===== src/afb_params.svh =====
// afb_params.svh: timing counts and field values for the parallel port
// assumes: included by bare name only in the port module's file, not in the fifo, sync or package files
`ifndef AFB_PARAMS_SVH
`define AFB_PARAMS_SVH

`define AFB_CLK_PERIOD_NS   20
`define AFB_STB_PULSE_NS    100
`define AFB_STB_PULSE_CYC   ((`AFB_STB_PULSE_NS + `AFB_CLK_PERIOD_NS - 1) \
                             / `AFB_CLK_PERIOD_NS)
`define AFB_SYNC_BB_DIV     8
`define AFB_DATA_W          8
`define AFB_FIFO_DEPTH      32
`define AFB_BYTE_ZERO       8'h00
`define AFB_MODE_W          2
`define AFB_CNT_W           8

`endif


===== src/afb_pkg.sv =====
// afb_pkg.sv: types shared by the parallel port modules
// assumes: nothing, not even the params header
`default_nettype none
package afb_pkg;
   typedef enum logic [1:0]
   {
      AFB_MODE_OFF     = 2'b00,
      AFB_MODE_FIFO    = 2'b01,
      AFB_MODE_BB_ASYN = 2'b10,
      AFB_MODE_BB_SYN  = 2'b11
   } afb_mode_e;

   typedef enum logic [1:0]
   {
      AFB_RD_IDLE = 2'b00,
      AFB_RD_DRV  = 2'b01,
      AFB_RD_ADV  = 2'b10
   } afb_rd_e;
endpackage
`default_nettype wire


===== src/afb_fifo.sv =====
// afb_fifo.sv: synchronous fifo with registered read data
// assumes: one clock, valid/ready on both sides, show-ahead output
`timescale 1ns/1ps
`default_nettype none
module afb_fifo
#(
   parameter int WIDTH = 8,
   parameter int DEPTH = 32
)
(
   input  wire logic             clk,
   input  wire logic             rstn,
   input  wire logic             in_valid,
   output logic                  in_ready,
   input  wire logic [WIDTH-1:0] in_data,
   output logic                  out_valid,
   input  wire logic             out_ready,
   output logic      [WIDTH-1:0] out_data
);
   localparam int AW = $clog2(DEPTH);

   logic [WIDTH-1:0] mem [DEPTH];
   logic [AW-1:0]    wr_ptr_r;
   logic [AW-1:0]    rd_ptr_r;
   logic [AW:0]      count_r;
   logic             push;
   logic             pop;

   assign in_ready  = (count_r != (AW+1)'(DEPTH));
   assign out_valid = (count_r != '0);
   assign push      = in_valid && in_ready;
   assign pop       = out_valid && out_ready;

   always_ff @(posedge clk)
   begin
      if (push)
         mem[wr_ptr_r] <= in_data;
   end

   // head word held in a register so the pad driver never sees ram glitches
   always_ff @(posedge clk or negedge rstn)
   begin
      if (!rstn)
         out_data <= '0;
      else if (count_r == '0 || (pop && count_r == (AW+1)'(1)))
         out_data <= in_data;
      else if (pop)
         out_data <= mem[AW'(rd_ptr_r + 1'b1)];
      else
         out_data <= mem[rd_ptr_r];
   end

   always_ff @(posedge clk or negedge rstn)
   begin
      if (!rstn)
      begin
         wr_ptr_r <= '0;
         rd_ptr_r <= '0;
         count_r  <= '0;
      end
      else
      begin
         if (push)
            wr_ptr_r <= AW'(wr_ptr_r + 1'b1);
         if (pop)
            rd_ptr_r <= AW'(rd_ptr_r + 1'b1);
         count_r <= (AW+1)'(count_r + push - pop);
      end
   end
endmodule
`default_nettype wire


===== src/afb_sync.sv =====
// afb_sync.sv: two-flop synchroniser with edge detection on the clean side
// assumes: input comes from a pin outside the clock domain
`timescale 1ns/1ps
`default_nettype none
module afb_sync
#(
   parameter logic RST_VAL = 1'b1
)
(
   input  wire logic clk,
   input  wire logic rstn,
   input  wire logic async_in,
   output logic      sync_out,
   output logic      rise,
   output logic      fall
);
   logic meta_r;
   logic sync_r;
   logic last_r;

   always_ff @(posedge clk or negedge rstn)
   begin
      if (!rstn)
      begin
         meta_r <= RST_VAL;
         sync_r <= RST_VAL;
         last_r <= RST_VAL;
      end
      else
      begin
         meta_r <= async_in;
         sync_r <= meta_r;
         last_r <= sync_r;
      end
   end

   assign sync_out = sync_r;
   assign rise     = sync_r && !last_r;
   assign fall     = !sync_r && last_r;
endmodule
`default_nettype wire


===== src/afb_port.sv =====
// afb_port.sv: one channel of the byte-wide parallel port, device side
// assumes: usb side delivers/takes bytes by valid/ready on clk; strobes
// and send_now_wake_n are asynchronous pins; mode comes from config
//
// Summary of operation
// - fifo mode chosen per channel only by the stored configuration mode
// - fifo transfers are referenced to falling strobe edges
// - outside bit-bang, data bus stays input except while read_strobe_n is low
// - read_avail_n low when a byte waits; host reads only then
// - read_avail_n goes high after each read; low again only if more
// - flags undriven during reset, pulled high externally
// - write_room_n low when a byte fits; host writes only then
// - falling read_strobe_n puts the head byte on the bus
// - rising read_strobe_n advances to the next byte
// - falling write_strobe_n captures the bus into the transmit buffer
// - suspended with wakeup enabled: send_now_wake_n low requests resume
// - awake: send_now_wake_n low requests a flush of pending transmit data
// - bit-bang turns the eight lines into a bus, sync and async
// - bit-bang pulses out_update_strobe_n low after new output data
// - bit-bang raises in_sample_strobe after a sample goes to the host
`timescale 1ns/1ps
`default_nettype none
`include "afb_params.svh"
module afb_port
#(
   parameter int DATA_W = `AFB_DATA_W,
   parameter int DEPTH  = `AFB_FIFO_DEPTH
)
(
   input  wire logic              clk,
   input  wire logic              rstn,
   input  wire logic [1:0]        cfg_mode,
   input  wire logic              cfg_wake_en,
   input  wire logic              power_enable_n,
   input  wire logic [DATA_W-1:0] port_a_data_in,
   output logic      [DATA_W-1:0] port_a_data_out,
   output logic      [DATA_W-1:0] port_a_data_oe,
   input  wire logic              read_strobe_n,
   input  wire logic              write_strobe_n,
   input  wire logic              send_now_wake_n,
   output logic                   read_avail_n,
   output logic                   read_avail_oe,
   output logic                   write_room_n,
   output logic                   write_room_oe,
   output logic                   out_update_strobe_n,
   output logic                   in_sample_strobe,
   input  wire logic              rx_valid,
   output logic                   rx_ready,
   input  wire logic [DATA_W-1:0] rx_data,
   output logic                   tx_valid,
   input  wire logic              tx_ready,
   output logic      [DATA_W-1:0] tx_data,
   input  wire logic [DATA_W-1:0] bb_dir,
   output logic                   resume_req,
   output logic                   flush_req
);
   // -------------------------------------------------------------
   // mode and synchronised inputs
   // -------------------------------------------------------------
   localparam int PULSE_CYC = `AFB_STB_PULSE_CYC;

   afb_pkg::afb_mode_e mode;
   afb_pkg::afb_rd_e   rd_state_r;
   logic               fifo_mode;
   logic               bb_mode;
   logic               rd_s;
   logic               rd_rise;
   logic               rd_fall;
   logic               wr_fall;
   logic               wk_fall;
   logic [DATA_W-1:0]  din_meta_r;
   logic [DATA_W-1:0]  din_sync_r;
   logic               avail_hide_r;
   logic [DATA_W-1:0]  rx_head;
   logic               rx_head_valid;
   logic               rx_pop;
   logic               rxf_in_ready;
   logic               txf_out_valid;
   logic [DATA_W-1:0]  txf_out_data;
   logic               tx_push;
   logic               txf_in_ready;
   logic [DATA_W-1:0]  bb_out_r;
   logic [`AFB_CNT_W-1:0] upd_cnt_r;
   logic [`AFB_CNT_W-1:0] smp_cnt_r;
   logic [`AFB_CNT_W-1:0] div_cnt_r;
   logic               tick;
   logic               bb_sample;
   logic               out_pop;

   // config is the only mode source; no pin can override it
   assign mode      = afb_pkg::afb_mode_e'(cfg_mode);
   assign fifo_mode = (mode == afb_pkg::AFB_MODE_FIFO);
   assign bb_mode   = (mode == afb_pkg::AFB_MODE_BB_ASYN) ||
                      (mode == afb_pkg::AFB_MODE_BB_SYN);

   afb_sync #(.RST_VAL(1'b1)) u_rd_sync
   (
      .clk      (clk),
      .rstn     (rstn),
      .async_in (read_strobe_n),
      .sync_out (rd_s),
      .rise     (rd_rise),
      .fall     (rd_fall)
   );

   afb_sync #(.RST_VAL(1'b1)) u_wr_sync
   (
      .clk      (clk),
      .rstn     (rstn),
      .async_in (write_strobe_n),
      .sync_out (),
      .rise     (),
      .fall     (wr_fall)
   );

   afb_sync #(.RST_VAL(1'b1)) u_wk_sync
   (
      .clk      (clk),
      .rstn     (rstn),
      .async_in (send_now_wake_n),
      .sync_out (),
      .rise     (),
      .fall     (wk_fall)
   );

   // data pins pass two flops as a group; host holds them stable
   always_ff @(posedge clk or negedge rstn)
   begin
      if (!rstn)
      begin
         din_meta_r <= `AFB_BYTE_ZERO;
         din_sync_r <= `AFB_BYTE_ZERO;
      end
      else
      begin
         din_meta_r <= port_a_data_in;
         din_sync_r <= din_meta_r;
      end
   end

   // -------------------------------------------------------------
   // buffers toward and from usb
   // -------------------------------------------------------------
   afb_fifo #(.WIDTH(DATA_W), .DEPTH(DEPTH)) u_rx_fifo
   (
      .clk       (clk),
      .rstn      (rstn),
      .in_valid  (rx_valid),
      .in_ready  (rxf_in_ready),
      .in_data   (rx_data),
      .out_valid (rx_head_valid),
      .out_ready (rx_pop),
      .out_data  (rx_head)
   );

   afb_fifo #(.WIDTH(DATA_W), .DEPTH(DEPTH)) u_tx_fifo
   (
      .clk       (clk),
      .rstn      (rstn),
      .in_valid  (tx_push),
      .in_ready  (txf_in_ready),
      .in_data   (din_sync_r),
      .out_valid (txf_out_valid),
      .out_ready (tx_ready),
      .out_data  (txf_out_data)
   );

   assign rx_ready = rxf_in_ready;
   assign tx_valid = txf_out_valid;
   assign tx_data  = txf_out_data;

   // -------------------------------------------------------------
   // fifo mode read side
   // -------------------------------------------------------------
   always_ff @(posedge clk or negedge rstn)
   begin
      if (!rstn)
         rd_state_r <= afb_pkg::AFB_RD_IDLE;
      else
      begin
         case (rd_state_r)
            afb_pkg::AFB_RD_IDLE:
               if (fifo_mode && rd_fall)
                  rd_state_r <= afb_pkg::AFB_RD_DRV;
            afb_pkg::AFB_RD_DRV:
               if (rd_rise)
                  rd_state_r <= afb_pkg::AFB_RD_ADV;
            afb_pkg::AFB_RD_ADV:
               rd_state_r <= afb_pkg::AFB_RD_IDLE;
            default:
               rd_state_r <= afb_pkg::AFB_RD_IDLE;
         endcase
      end
   end

   // fifo read pops on the strobe's rising edge, only if a byte was there; bit-bang pops on out_pop
   assign rx_pop = (bb_mode && out_pop) ||
                   (rd_state_r == afb_pkg::AFB_RD_DRV && rd_rise &&
                    rx_head_valid);

   // flag is hidden from the read's end until the next head settles
   always_ff @(posedge clk or negedge rstn)
   begin
      if (!rstn)
         avail_hide_r <= 1'b0;
      else if (rd_state_r == afb_pkg::AFB_RD_DRV && rd_rise)
         avail_hide_r <= 1'b1;
      else if (rd_state_r == afb_pkg::AFB_RD_IDLE)
         avail_hide_r <= 1'b0;
   end

   // flags: pad not driven while reset is held
   assign read_avail_oe = rstn;
   assign write_room_oe = rstn;
   assign read_avail_n  = !(fifo_mode && rx_head_valid && !avail_hide_r &&
                            rd_state_r != afb_pkg::AFB_RD_ADV);
   assign write_room_n  = !(fifo_mode && txf_in_ready);

   // -------------------------------------------------------------
   // write side, fifo capture and bit-bang sampling share the buffer
   // -------------------------------------------------------------
   // host only strobes while room is shown, so a full buffer drops it
   assign tx_push = (fifo_mode && wr_fall) || (bb_mode && bb_sample);

   // -------------------------------------------------------------
   // bit-bang engine
   // -------------------------------------------------------------
   // sync variant samples with each output update, async on a divided tick; both only when room exists
   always_ff @(posedge clk or negedge rstn)
   begin
      if (!rstn)
         div_cnt_r <= '0;
      else if (div_cnt_r == `AFB_CNT_W'(`AFB_SYNC_BB_DIV - 1))
         div_cnt_r <= '0;
      else
         div_cnt_r <= `AFB_CNT_W'(div_cnt_r + 1'b1);
   end

   assign tick      = (div_cnt_r == '0);
   assign out_pop   = rx_head_valid && tick && upd_cnt_r == '0;
   assign bb_sample = txf_in_ready && smp_cnt_r == '0 &&
                      ((mode == afb_pkg::AFB_MODE_BB_SYN) ? out_pop : tick);

   always_ff @(posedge clk or negedge rstn)
   begin
      if (!rstn)
         bb_out_r <= `AFB_BYTE_ZERO;
      else if (bb_mode && out_pop)
         bb_out_r <= rx_head;
   end

   always_ff @(posedge clk or negedge rstn)
   begin
      if (!rstn)
         upd_cnt_r <= '0;
      else if (bb_mode && out_pop)
         upd_cnt_r <= `AFB_CNT_W'(PULSE_CYC);
      else if (upd_cnt_r != '0)
         upd_cnt_r <= `AFB_CNT_W'(upd_cnt_r - 1'b1);
   end

   always_ff @(posedge clk or negedge rstn)
   begin
      if (!rstn)
         smp_cnt_r <= '0;
      else if (bb_mode && bb_sample)
         smp_cnt_r <= `AFB_CNT_W'(PULSE_CYC);
      else if (smp_cnt_r != '0)
         smp_cnt_r <= `AFB_CNT_W'(smp_cnt_r - 1'b1);
   end

   // strobes held low during the pulse; rising edge marks completion
   assign out_update_strobe_n = !(bb_mode && upd_cnt_r != '0);
   assign in_sample_strobe    = !(bb_mode && smp_cnt_r != '0);

   // -------------------------------------------------------------
   // data pad drive
   // -------------------------------------------------------------
   always_comb
   begin
      port_a_data_out = `AFB_BYTE_ZERO;
      port_a_data_oe  = '0;
      if (fifo_mode && !rd_s && rd_state_r == afb_pkg::AFB_RD_DRV)
      begin
         port_a_data_out = rx_head;
         port_a_data_oe  = '1;
      end
      else if (bb_mode)
      begin
         port_a_data_out = bb_out_r;
         port_a_data_oe  = bb_dir;
      end
   end

   // -------------------------------------------------------------
   // send-immediate and wakeup
   // -------------------------------------------------------------
   always_ff @(posedge clk or negedge rstn)
   begin
      if (!rstn)
      begin
         resume_req <= 1'b0;
         flush_req  <= 1'b0;
      end
      else
      begin
         resume_req <= wk_fall && power_enable_n && cfg_wake_en;
         flush_req  <= wk_fall && !power_enable_n;
      end
   end
endmodule
`default_nettype wire


===== config.mk =====
export PLATFORM = sky130hd
export DESIGN_NAME = afb_port
export DESIGN_NICKNAME = d
export VERILOG_FILES = /design/src/afb_pkg.sv /design/src/afb_fifo.sv /design/src/afb_sync.sv /design/src/afb_port.sv
export VERILOG_INCLUDE_DIRS = /design/src
export SDC_FILE = /design/constraint.sdc
export NUM_CORES = 1
export LEC_CHECK = 0
export BUFFER_PORTS_ARGS = -buffer_cell sky130_fd_sc_hd__buf_4
export CORE_MARGIN = 4
export CORE_UTILIZATION = 30
export DETAILED_ROUTE_END_ITERATION = 6
export GPL_TIMING_DRIVEN = 0
export HOLD_SLACK_MARGIN = 0.02
export PLACE_DENSITY = 0.53
export SYNTH_ARGS = -nofsm -noshare
export SYNTH_HDL_FRONTEND = slang
export SYNTH_SLANG_ARGS = --single-unit

===== constraint.sdc =====
create_clock -name clk -period 3.75 [get_ports clk]
set_input_delay 0.1875 -clock clk [delete_from_list [all_inputs] [get_ports clk]]
set_output_delay 0.1875 -clock clk [all_outputs]
set_load 0.02 [all_outputs]

# --- After elaboration in Yosys (flattened, before gate mapping) ---
# Memories as Yosys holds them, arrays and structs flattened.
# Index checks and enable logic that the tools add are counted.
word_totals:
  ff_bits: 110
  ramBits: 512
  output_inout_bits: 34
  memories: 2
memory_table:
  columns: ["name", "depth", "word_bits", "rd", "rd_clocked_by_memory_dff", "write_ports", "line", "source"]
  rows:
  - ["u_rx_fifo.mem", 32, 8, 2, 0, 1, "afb_fifo.sv:22", "logic [WIDTH-1:0] mem [DEPTH];"]
  - ["u_tx_fifo.mem", 32, 8, 2, 0, 1, "afb_fifo.sv:22", null]
classes:
  add_sub_neg: 11
  eq_ne: 12
  muxes: 23
  reduce_logical: 60
ops:
  columns: ["op", "count"]
  rows:
  - ["$mux W8", 13]
  - ["$logic_and A1 B1 Y1", 31]
  - ["$logic_not A8 Y1", 3]
  - ["$add A5 B1 Y5 const B", 4]
  - ["$reduce_bool A8 Y1", 2]
  - ["$sub A8 B1 Y8 const B", 2]
  - ["$add A6 B1 Y6", 2]
  - ["$eq A6 B1 Y1 const B", 2]
  - ["$logic_not A6 Y1", 2]
  - ["$ne A6 B6 Y1 const B", 2]
  - ["$reduce_bool A6 Y1", 2]
  - ["$sub A6 B1 Y6", 2]
  - ["$logic_not A1 Y1", 10]
  - ["$add A8 B1 Y8 const B", 1]
  - ["$eq A8 B3 Y1 const B", 1]
  - ["$mux W1", 7]
  - ["$ne A2 B2 Y1 const B", 3]
  - ["$reduce_bool A2 Y1", 3]
  - ["$logic_or A1 B1 Y1", 5]
  - ["$eq A2 B1 Y1 const B", 2]
  - ["$eq A2 B2 Y1 const B", 2]
  - ["$mux W2", 2]
  - ["$pmux W2 S2", 1]
  - ["$logic_not A2 Y1", 1]
  - ["$reduce_and A2 Y1", 1]

# --- Depth between registers and ports, before layout ---
# Gate-level depths: netlist (run 1).
logic_depth:
  word_depth: 10
  ltp_mapped: 18
  depth_no_buf: 17

# --- Hierarchy ---
# Synthesis (run 1) repeated with hierarchy kept, for this count alone.
hier_totals:
  hier_cells: 1763
  hier_area_um2: 29564.6
modules_own_cells:
  columns: ["mod", "instances", "cells_each", "area_per_inst_um2", "seq_area_each_um2"]
  rows:
  - ["afb_fifo at u_tx_fifo", 1, 806, 13528.0, 8287.9]
  - ["afb_fifo at u_rx_fifo", 1, 743, 13376.6, 8287.9]
  - ["afb_port", 1, 199, 2378.5, 1326.3]
  - ["afb_sync", 3, 5, 93.8, 78.8]

# --- Worst setup path after synthesis (run 1) ---
# Ideal clock, no wire load.
synth_timing:
  path_type: "reg-to-reg"
  start: "register div_cnt_r[5]"
  end: "register u_rx_fifo.count_r[4]"
  setup_ns: 0.122
  arrival_time_ns: 3.096
  slack_ns: 0.532
  stages_incl_launch_ff: 17
  period_less_slack_ns: 3.218
  cell_sequence: "dfrtp_1 or4_1 or3_1 o21ai_0 nand2_1 inv_1 buf_2 ha_1 inv_1 ha_1 inv_1 fa_1 inv_1 a21oi_1 nor2_1 nor2_1 xnor2_1"
synth_via:
  elab_chain_len: 7
synth_rtl:
  columns: ["item", "line", "source"]
  rows:
  - ["start: declaration", "afb_port.sv:85", "logic [`AFB_CNT_W-1:0] div_cnt_r;"]
  - ["start signal: assignment", "afb_port.sv:236", "div_cnt_r <= `AFB_CNT_W'(div_cnt_r + 1'b1);"]
  - ["$logic_not A8 Y1", "afb_port.sv:239", "assign tick = (div_cnt_r == '0);"]
  - ["$logic_and A1 B1 Y1 (2 in a row)", "afb_port.sv:240", "assign out_pop = rx_head_valid && tick && upd_cnt_r == '0;"]
  - ["$logic_and A1 B1 Y1", "afb_port.sv:197", "assign rx_pop = (bb_mode && out_pop) ||"]
  - ["$logic_or A1 B1 Y1", "afb_port.sv:197", null]
  - ["$logic_and A1 B1 Y1", "afb_fifo.sv:32", "assign pop = out_valid && out_ready;"]
  - ["via u_rx_fifo.pop", "afb_fifo.sv:27", "logic pop;"]
  - ["$sub A6 B1 Y6", "afb_fifo.sv:67", "count_r <= (AW+1)'(count_r + push - pop);"]
  - ["end signal: assignment", "afb_fifo.sv:67", null]
  - ["end: declaration", "afb_fifo.sv:25", "logic [AW:0] count_r;"]
# The timed path passes the listed nets, and every way through them passes these cells.
# A chain may end at the register's enable or synchronous reset.

# --- Worst setup path after layout (run 1) ---
layout_timing:
  start: "register u_tx_fifo.rd_ptr_r[2]"
  end: "register u_tx_fifo.out_data[1]"
layout_via:
  elab_chain_len: 4
layout_rtl:
  columns: ["item", "line", "source"]
  rows:
  - ["start: declaration", "afb_fifo.sv:24", "logic [AW-1:0] rd_ptr_r;"]
  - ["start signal: assignment", "afb_fifo.sv:66", "rd_ptr_r <= AW'(rd_ptr_r + 1'b1);"]
  - ["$add A5 B1 Y5", "afb_fifo.sv:48", "out_data <= mem[AW'(rd_ptr_r + 1'b1)];"]
  - ["$mem_v2 Z32 W8 (*)", null, null]
  - ["$mux W8 (*)", "afb_fifo.sv:47", "else if (pop)"]
  - ["$mux W8 (*)", "afb_fifo.sv:45", "else if (count_r == '0 || (pop && count_r == (AW+1)'(1)))"]
  - ["end signal: assignment", "afb_fifo.sv:46", "out_data <= in_data;"]
  - ["end signal: assignment", "afb_fifo.sv:48", null]
  - ["end signal: assignment", "afb_fifo.sv:50", "out_data <= mem[rd_ptr_r];"]
  - ["end: declaration", "afb_fifo.sv:18", "output logic [WIDTH-1:0] out_data"]
# Mark *: on every way between the ends. The rest lies on a longest branch, timed or not.

==> results.txt, run 1 <==
Status: completed
#FFs+latches synth: 622
Internal: 17.6 mW
Min-delay worst type: in -> reg
Comb pwr share: 44.2%
Initial antenna violation count: 2
Vias in the first global route: 17200
Die area: 101000 um2
Net Sw Frac: 36.6%
Total iterations of the first detailed-routing run: 5
Synth Area in Compound Gates: 3.52%
Post-Synthesis Cells: 1624
RSZ-0062 raised after global routing: false
Routed vias: 16600
Fmax: 269 MHz
Site Rows: 113
Die Height: 318 um
Routed Antenna Nets: 0
Syn_area_per_cell: 17.8 um2
Pwr dens: 822 nW/um2
Core footprint: 95300 um2
Worst Setup EP: u_tx_fifo.out_data[1]
Number of cells on the critical path: 6
Crit-path most repeated cell: clkbuf_1
Clock sink count: 622
Setup TNS: 0 ps
Grt ovf: 0
Worst Setup Start Kind: register
Clock buffer depth: 3
Root buffer cell: clkbuf_16
R2r setup slk: 40 ps
Worst Max-Slew Pin Slew: 1250 ps
Crit path cell chain: clkbuf_1 -> xor2_1 -> clkbuf_1 -> mux2i_1 -> o21ai_0 -> o32a_1
Starting Density: 30.3%
Mux contribution to synthesized area: 24.3%
Placed cells: 2958
Min Tclk post-route: 3710 ps
Number of maximum-capacitance violations: 0
FFs w/ async S/R, synth: 17.7%
Simple-gate area share of the yosys netlist: 4.59%
First-pass GRT wire length: 122000 um
Count of different cell masters after synthesis: 61
Slowest stage cell on the critical path: clkbuf_1
Area of the mapped netlist: 28900 um2
IO Count: 69
Max incr delay on CP: 950 ps
Post-Route WL: 84000 um
Syn_nets: 1695
RR Startpoint: u_tx_fifo.rd_ptr_r[2]
Crit path max-delay family: buffers and inverters
Final Cycle Share: 99.0%
P_sw: 10.2 mW
Leakage power: 11.3 nW
VDD IR max: 0.000405 V
GP Congestion: 0.936
Total clock buffers created by CTS: 73
Critical path type: reg -> reg
DPL Wire Length: 57900 um
# setup viols final: 0
Non-filler instance count after layout: 3117
Slew Limit Fails: 0
Seq/Total Area, Yosys: 62.8%
Post-Synth XOR/XNOR Area: 1.15%
Final Power: 27.8 mW
CP startpoint: u_tx_fifo.rd_ptr_r[2]
Worst-path maximum fanout: 10
Commonest non-fill, non-tap cell in the layout: edfxtp_1
Starting DRT DRC Count: 1499
Worst R2R Path Depth: 6
Clk_lat worst skew: 620 ps
Die Wd: 318 um
Clock-pin slew on the worst setup and hold paths: 60 ps
Drt wl/cell: 26.9 um
Drt drc: 0
PortBufs: 68
H-tree depth reported by CTS: 3
Sequential share of power: 30.7%
Post-synthesis adder-cell area fraction: 1.61%
Final hold violations: 0
Main combinational cell family by area after synthesis: multiplexers
Clk_skew: 20.9 ps
Reg-to-reg endpoint: u_tx_fifo.out_data[1]
Crit path DAT: 4200 ps
Worst rel slew slack: 16.9%
Overall routing resource usage: 16.4%
Clk network pwr share: 25.1%
CTS tree: done
EDFF count, synth: 512
Vias/cell: 5.32
Post-layout util: 35.4%
CP required: 4240 ps
Share of cells above drive strength 1: 30.8%
P&R area growth vs syn: 17.0%
Post-layout nets: 1865
Yosys warns: 0
Number of diodes: 0
Main synth FF type: edfxtp_1
Most frequent cells in the layout: edfxtp_1 (512), mux4_2 (267), dfrtp_1 (101)
Critical Path End Type: register
Largest net degree at the start of global routing: 84
Buffers and inverters on the worst path: 2
[layout make-up]
class	count	area, um2
multi-input cells	865	10300
well taps	1265	1580
flip-flops and latches	622	18100
inverters	39	146
clock inverters	36	323
fillers	9004	61500
plain buffers	97	429
clock buffers	97	2020
repair buffers	96	827
[repair_timing]
item / 4_1_cts / 5_1_grt
hold endpoints to repair: 308 / 0
hold buffers: 25 / 0
setup buffers: 0 / 1
resized for setup: 23 / 29
setup endpoints to repair: 160 / 218
pin swaps: 0 / 1
[synthesized netlist by cell type (10+ instances only)]
| cell type | instances | area share (%) |
|---|---|---|
| mux4_2 | 267 | 21 |
| nor2_1 | 103 | 1.3 |
| ha_1 | 34 | 1.5 |
| and3_1 | 10 | 0.22 |
| buf_1 | 19 | 0.25 |
| xnor2_1 | 26 | 0.79 |
| a22oi_1 | 12 | 0.31 |
| a21oi_1 | 22 | 0.38 |
| mux2i_1 | 79 | 2.7 |
| nand3_1 | 17 | 0.29 |
| edfxtp_1 | 512 | 53 |
| a21o_1 | 14 | 0.36 |
| nand2_1 | 78 | 1.0 |
| mux2_2 | 20 | 0.78 |
| clkbuf_1 | 42 | 0.55 |
| xor2_1 | 12 | 0.36 |
| nor3_1 | 10 | 0.17 |
| a32oi_1 | 17 | 0.52 |
| dfrtp_1 | 101 | 8.8 |
| o21ai_0 | 27 | 0.47 |
| buf_2 | 35 | 0.61 |
| inv_1 | 39 | 0.51 |
[registers in the layout (all words and copies together) (netlist names), 2 cells and up]
| register | cells |
|---|---|
| rd_state_r | 2 |
| smp_cnt_r | 8 |
| u_rx_fifo.mem | 256 |
| u_rx_fifo.rd_ptr_r | 5 |
| u_tx_fifo.count_r | 6 |
| u_tx_fifo.mem | 256 |
| u_tx_fifo.rd_ptr_r | 5 |
| din_meta_r | 8 |
| u_rx_fifo.count_r | 6 |
| din_sync_r | 8 |
| u_rx_fifo.wr_ptr_r | 5 |
| u_tx_fifo.out_data | 8 |
| bb_out_r | 8 |
| u_rx_fifo.out_data | 8 |
| upd_cnt_r | 8 |
| div_cnt_r | 8 |
| u_tx_fifo.wr_ptr_r | 5 |
[worst min-delay path by stage]
stage | from | end | slack (ps) | cells after the start
2_1_floorplan | rstn | avail_hide_r | -110 | 0
3_3_place_gp | write_strobe_n | u_wr_sync.meta_r | 300 | 1
3_5_place_dp | rstn | din_sync_r[5] | 110 | 1
4_1_cts | rx_data[2] | u_rx_fifo.mem[19][2] | 20 | 1
5_1_grt | rx_data[2] | u_rx_fifo.mem[19][2] | 40 | 1
6_report | rx_data[2] | u_rx_fifo.mem[19][2] | 50 | 1
[metal layers]
layer | vias to the layer above | share of wire (%) | track usage (%)
li1 | 6973 | - | -
met1 | 8820 | 42 | 22.3
met2 | 634 | 48 | 26.7
met3 | 155 | 6.9 | 3.20
met4 | 2 | 3.3 | 5.11
met5 | - | 0.014 | 0
[power by group through the flow]
| stage | logic (mW) | registers [mW] | clock network, mW |
|---|---|---|---|
| 2_1_floorplan | 8.27 | 8.55 | 0 |
| 3_3_place_gp | 12.2 | 8.61 | 0 |
| 3_5_place_dp | 12.2 | 8.65 | 0 |
| 4_1_cts | 12.3 | 8.51 | 7.14 |
| 5_1_grt | 13.0 | 8.58 | 7.45 |
| 6_report | 12.3 | 8.51 | 6.98 |
[worst reg2reg max path, stage by stage (launching register included)]
cell	delay (ps)
dfrtp_1	330
clkbuf_1	410
xor2_1	660
clkbuf_1	960
mux2i_1	630
o21ai_0	270
o32a_1	350
[cells by family after synthesis]
| family | Yosys count |
|---|---|
| and+or+nand+nor | 280 |
| buffers and inverters | 137 |
| xor gates and xnor gates | 38 |
| muxes | 366 |
| AOI/OAI and AO/OA | 145 |
| adders and majority gates | 36 |
| DFF | 622 |
[metrics by stage]
| step | worst slack (ps) | hold WS (ps) | area (um2) |
|---|---|---|---|
| finish | 38.9 | 54.7 | 33800 |
| global route | 4.57 | 38.5 | 33800 |
| CTS | -127 | 20.9 | 33600 |
| detailed placement | -274 | 107 | 31000 |
| global placement | -285 | 296 | 31000 |
| floorplan | 532 | -108 | 28900 |
No activity file was read; power rests on OpenSTA's default activity.
==> run 2: changes to the inputs <==
--- a/config.mk
+++ b/config.mk
@@ -15,4 +15,5 @@
 export PLACE_DENSITY = 0.53
 export SYNTH_ARGS = -nofsm -noshare
 export SYNTH_HDL_FRONTEND = slang
+export SYNTH_HIERARCHICAL = 1
 export SYNTH_SLANG_ARGS = --single-unit
==> run 2 against run 1 <==
  * Area after synthesis rose by 2.4%
  * Wire length rose by 0.92%
  * Sequential share of layout area fell by 1.1 points
  * Clock-buffer cell count did not move
  * Cell count rose by 4.8%
  * Global-route usage fell by 0.072 points
  * Via count rose by 6.3%
  * Combinational power rose by 4%
  * Total power rose by 2.7%
  * Clock power rose by 2%
==> results.txt, run 2 <==
Share of cells above drive strength 1: 28.8% (-2.0 points)
IO Count: 69 (unchanged)
Finished Cell Area: 34400 um2 (+2.0%)
# setup viols final: 0 (unchanged)
Final setup margin: 238 ps (+199 ps)
Worst rel slew slack: 13.3% (-3.7 points)
Drt wl/cell: 25.9 um (-3.7%)
GP Congestion: 0.896 (-4.2%)
VDD IR max: 0.000379 V (-6.3%)
Initial antenna violation count: 4 (+2)
RSZ-0062 raised after global routing: false
Pwr dens: 828 nW/um2 (+0.71%)
Slew Limit Fails: 0 (unchanged)
Commonest non-fill, non-tap cell in the layout: edfxtp_1
Die area: 104000 um2 (+2.3%)
Fmax: 285 MHz (+5.7%)
Leakage power: 11.9 nW (+5.4%)
Critical path type: reg -> reg
Vias in the first global route: 18500 (+7.7%)
DPL Wire Length: 58300 um (+0.62%)
Area of the mapped netlist: 29600 um2 (+2.4%)
Worst Max-Slew Pin Slew: 1300 ps (+55.3 ps)
Post-layout util: 35.4% (about the same)
Total clock buffers created by CTS: 74 (+1.4%)
Drt drc: 0 (unchanged)
Syn_area_per_cell: 16.8 um2 (-5.6%)
Worst-path maximum fanout: 10 (unchanged)
Routed Antenna Nets: 0 (unchanged)
Final hold violations: 0 (unchanged)
Dpl ws: -809 ps (-535 ps)
Min-delay worst type: in -> reg
Post-layout nets: 1999 (+7.2%)
H-tree depth reported by CTS: 3 (unchanged)
Vias/cell: 5.40 (+1.4%)
Site Rows: 114 (+0.88%)
Starting Density: 30.4% (+0.082 points)
Post-Route WL: 84800 um (+0.92%)
Number of maximum-capacitance violations: 0 (unchanged)
PortBufs: 68 (unchanged)
Clk_skew: 22.0 ps (+1.08 ps)
Min Tclk post-route: 3510 ps (-199 ps)
Die Height: 322 um (+1.1%)
Core footprint: 97300 um2 (+2.1%)
Worst Setup Start Kind: register
Most frequent cells in the layout: edfxtp_1 (512), mux4_2 (216), mux2i_1 (117)
Root buffer cell: clkbuf_16
Starting DRT DRC Count: 1966 (+31%)
Yosys warns: 6 (+6)
Clock buffer depth: 3 (unchanged)
CTS tree: done
Total iterations of the first detailed-routing run: 6 (+1)
Routed vias: 17600 (+6.3%)
Leading registers by flop count: u_rx_fifo/mem (256), u_tx_fifo/mem (256)
Final Cycle Share: 93.7% (-5.3 points)
Syn_nets: 1831 (+8.0%)
Clock sink count: 622 (unchanged)
Clk_lat worst skew: 630 ps (about the same)
First-pass GRT wire length: 125000 um (+2.3%)
Clock-pin slew on the worst setup and hold paths: 60 ps (about the same)
CP required: 3980 ps (-260 ps)
Largest net degree at the start of global routing: 89 (+6.0%)
Critical Path End Type: register
Die Wd: 322 um (+1.1%)
Grt ovf: 0 (unchanged)
Crit path DAT: 3750 ps (-450 ps)
Post-Synthesis Cells: 1761 (+8.4%)
Overall routing resource usage: 16.3% (-0.072 points)
Placed Area: 31700 um2 (+2.2%)
Hold Slack: 38.8 ps (-15.9 ps)
Status: completed
P&R area growth vs syn: 16.6%
## run 2: metrics by stage
step,cells,TNS [ps],power (mW)
2_1_floorplan,1761,0,17.4
3_3_place_gp,3105,-55710,21.3
4_1_cts,3266,0,28.7
3_5_place_dp,3106,-65640,21.4
5_1_grt,3265,0,29.7
6_report,3267,0,28.5
## run 2: final cells by class
class                           count  area (um2)
Sequential cell                   622       18100
Fill cell                        9243       62800
Buffer                            105         658
Inverter                           47         179
Clock inverter                     39         345
Timing Repair Buffer               94         800
Multi-Input combinational cell    985       10600
Clock buffer                       97        2080
Tap cell                         1276        1600
Antenna cell                        2        5.00
## run 2: power breakdown
part / internal (mW) / total, mW / leakage (nW) / switching [mW]
Sequential: 8.12 / 8.53 / 5.93 / 0.406
Combinational: 5.66 / 12.8 / 4.82 / 7.19
Clock: 4.22 / 7.13 / 1.19 / 2.91
## run 2: worst max-delay path: stages (launching register included)
cell	delay, ps
dfrtp_1	350
inv_1	70
ha_1	220
and4bb_2	350
inv_4	150
nand4_1	110
a211o_1	370
nand2_1	80
and2_4	210
nand2_1	80
buf_2	220
nor2_1	910
## run 2: per-layer routing
metal | track usage (%) | vias up | part of all wire [%]
met5 | 0 | - | 0.032
met1 | 21.4 | 9295 | 41
met3 | 2.84 | 157 | 6.4
li1 | - | 7427 | -
met2 | 27.2 | 749 | 49
met4 | 6.25 | 4 | 3.8
## run 2: what timing repair did
action	CTS	global route
hold endpoints to repair	338	0
hold buffers	24	0
pin swaps	1	0
endpoints found under the setup margin	269	36
buffers inserted	1	0
resized for setup	21	6
## run 2: path summary, 6_finish.rpt
kind | startpoint | to | slack (ps) | depth (start not counted)
min in group asynchronous | rstn | din_sync_r[0] | 70 | 3
max in group asynchronous | rstn | u_wk_sync/meta_r | 3110 | 3
setup / recovery | u_rx_fifo/count_r[2] | u_tx_fifo/mem[7][6] | 240 | 11
hold / removal | rx_data[7] | u_rx_fifo/mem[1][7] | 40 | 1
setup reg to reg | u_rx_fifo/count_r[2] | u_tx_fifo/mem[7][6] | 240 | 11
hold reg to reg | din_meta_r[2] | din_sync_r[2] | 350 | 0
==> run 3: changes to the inputs <==
--- a/config.mk
+++ b/config.mk
@@ -6,6 +6,7 @@
 export SDC_FILE = /design/constraint.sdc
 export NUM_CORES = 1
 export LEC_CHECK = 0
+export ABC_AREA = 1
 export BUFFER_PORTS_ARGS = -buffer_cell sky130_fd_sc_hd__buf_4
 export CORE_MARGIN = 4
 export CORE_UTILIZATION = 30
==> constraint.sdc (replaced) <==
create_clock -name clk -period 3.75 [get_ports clk]
set_input_delay 0.5625 -clock clk [delete_from_list [all_inputs] [get_ports clk]]
set_output_delay 0.5625 -clock clk [all_outputs]
set_load 0.02 [all_outputs]
==> run 3 against run 2 <==
  * Maximum frequency fell by 3.7%
  * Clock skew rose by 1.8 ps
  * Utilization fell by 0.60 points
  * Register-to-register slack got worse by 130 ps
  * Largest power group unchanged
  * Flip-flop and latch count did not move
  * Die area rose by 9.7%
==> results.txt, run 3 <==
R2r setup slk: 100 ps (-130 ps)
Critical Path End Type: register
Grt peak-use layer: met2
IO Count: 69 (unchanged)
Post-layout nets: 3967 (+98%)
Reg-to-reg endpoint: u_tx_fifo/mem[14][3]
Routed Antenna Nets: 0 (unchanged)
Crit path DAT: 3890 ps (+140 ps)
Worst-path maximum fanout: 8 (-2)
Fmax: 274 MHz (-3.7%)
Die Wd: 337 um (+4.8%)
DPL Wire Length: 94000 um (+61%)
Starting Density: 30.3% (-0.10 points)
Leakage power: 16.1 nW (+35%)
RSZ-0062 raised after global routing: false
Slew Limit Fails: 0 (unchanged)
Number of maximum-capacitance violations: 0 (unchanged)
Largest net degree at the start of global routing: 83 (-6.7%)
Yosys warns: 6 (unchanged)
Area of the mapped netlist: 32500 um2 (+10%)
VDD IR max: 0.000609 V (+61%)
Placed cells: 5217 (+68%)
Clock sink count: 622 (unchanged)
Overall routing resource usage: 23.2% (+6.9 points)
Routed vias: 28200 (+60%)
Number of diodes: 0 (-2)
Post-Synthesis Cells: 3744 (+110%)
Critical path type: reg -> reg
Clock-pin slew on the worst setup and hold paths: 60 ps (about the same)
Most frequent cells in the layout: nand2_1 (1109), nand3_1 (736), edfxtp_1 (512)
Hold Crit Start: port_a_data_in[1]
P&R area growth vs syn: 15.0%
Worst R2R Path Depth: 13 (+2)
Die area: 114000 um2 (+9.7%)
Drt wl/cell: 25.1 um (-3.1%)
Syn_nets: 3814 (+110%)
M1 GR Usage: 30.8% (+9.4 points)
Worst rel slew slack: 6.32% (-6.9 points)
Initial antenna violation count: 2 (-2)
Worst Setup Start Kind: register
Pwr dens: 925 nW/um2 (+12%)
Grt met2 use: 37.2% (+10 points)
Grt ovf: 0 (unchanged)
Post-CTS Setup Bufs: 0 (-1)
Total clock buffers created by CTS: 70 (-5.4%)
Vias/cell: 5.26 (-2.6%)
Core footprint: 107000 um2 (+10%)
P_sw: 17.4 mW (+66%)
# setup viols final: 0 (unchanged)
GP Congestion: 1.00 (+12%)
Share of cells above drive strength 1: 9.84% (-19 points)
Clk_skew: 23.8 ps (+1.77 ps)
Die Height: 337 um (+4.8%)
WHS Path Cells: 1 (unchanged)
Post-Route WL: 135000 um (+59%)
Net Sw Frac: 50.4% (+14 points)
Setup TNS: 0 ps (unchanged)
Final Cycle Share: 97.2% (+3.6 points)
First-pass GRT wire length: 189000 um (+52%)
Min-delay worst type: in -> reg
Hold Path Sink: din_meta_r[1]
Clk network pwr share: 21.0% (-4.0 points)
Leading registers by flop count: u_rx_fifo/mem (256), u_tx_fifo/mem (256)
Worst Max-Slew Pin Slew: 1410 ps (+104 ps)
Internal: 17.2 mW (-4.7%)
Total iterations of the first detailed-routing run: 6 (unchanged)
CP required: 3990 ps (about the same)
Sequential share of power: 24.4% (-5.5 points)
RR Startpoint: u_rx_fifo/count_r[2]
Drt drc: 0 (unchanged)
Fillcell total: 11000 (+19%)
PortBufs: 68 (unchanged)
Non-filler instance count after layout: 5356 (+64%)
Clock buffer depth: 3 (unchanged)
Min Tclk post-route: 3650 ps (+134 ps)
Vias in the first global route: 26400 (+43%)
Commonest non-fill, non-tap cell in the layout: nand2_1
Met3 Use GR: 4.29% (+1.5 points)
Status: completed
Root buffer cell: clkbuf_16
Final hold violations: 0 (unchanged)
Comb pwr share: 54.5% (+9.4 points)
H-tree depth reported by CTS: 3 (unchanged)
Syn_area_per_cell: 8.68 um2 (-48%)
CTS tree: done
Clk_lat worst skew: 640 ps (about the same)
Starting DRT DRC Count: 4090 (+110%)
Site Rows: 120 (+5.3%)
[run 3: area by class of cell]
type	instances	area, um2	area share (%)
clock buffers	89	1940	5.18
plain buffers	218	1140	3.05
flip-flops and latches	622	18100	48.6
inverters	516	1940	5.18
repair buffers	81	672	1.80
well taps	1403	1760	4.70
multi-input cells	2388	11300	30.3
clock inverters	39	464	1.24
[run 3: repair_timing]
item / CTS / global route
endpoints found under the hold margin: 37 / 0
resized for setup: 0 / 5
setup endpoints to repair: 0 / 105
hold buffers: 11 / 0
[run 3: metrics by stage]
step	cell area, um2	setup WS (ps)	power (mW)	hold slack [ps]	util (%)
after floorplan	32500	874	18.7	267	-
after global placement	34800	125	26.5	332	32.4
after detailed placement	34800	87.7	26.5	335	32.5
after CTS	37300	50.5	33.9	68.5	34.8
after global routing	37400	7.08	35.7	70.9	34.8
final	37400	104	34.6	115	34.8
[run 3: worst max path at each step]
stage | slack, ps | cells after the start | startpoint | endpoint
after floorplan | 870 | 19 | u_rx_fifo/count_r[2] | u_rx_fifo/count_r[4]
after global placement | 130 | 13 | u_rx_fifo/count_r[2] | u_tx_fifo/mem[13][3]
after detailed placement | 90 | 13 | u_rx_fifo/count_r[2] | u_tx_fifo/mem[13][1]
after CTS | 50 | 13 | u_rx_fifo/count_r[2] | u_tx_fifo/mem[13][1]
after global routing | 7 | 13 | u_rx_fifo/count_r[2] | u_tx_fifo/mem[14][3]
final | 100 | 13 | u_rx_fifo/count_r[2] | u_tx_fifo/mem[14][3]
[run 3: power by group through the flow]
stage,logic [mW],clock network [mW],registers (mW)
floorplan,10.2,0,8.52
global placement,17.9,0,8.59
detailed placement,17.9,0,8.59
CTS,18.0,7.41,8.45
global route,19.5,7.71,8.50
finish,18.8,7.27,8.45
[run 3: worst max-delay path: stages, from the launching register on]
cell	delay [ps]
dfrtp_1	370
inv_1	60
ha_1	210
nand2_1	60
nor2_1	60
nand2_2	230
nand3_4	140
nand2_1	120
nand2_1	100
nand2_1	70
nand2_1	240
inv_1	240
nand2_1	390
nor2_1	950
[run 3: metal layers]
metal,wire (um),vias to the layer above
met5,13,-
met4,6990,2
met3,12900,390
met2,60500,1682
met1,54200,13400
li1,-,12600
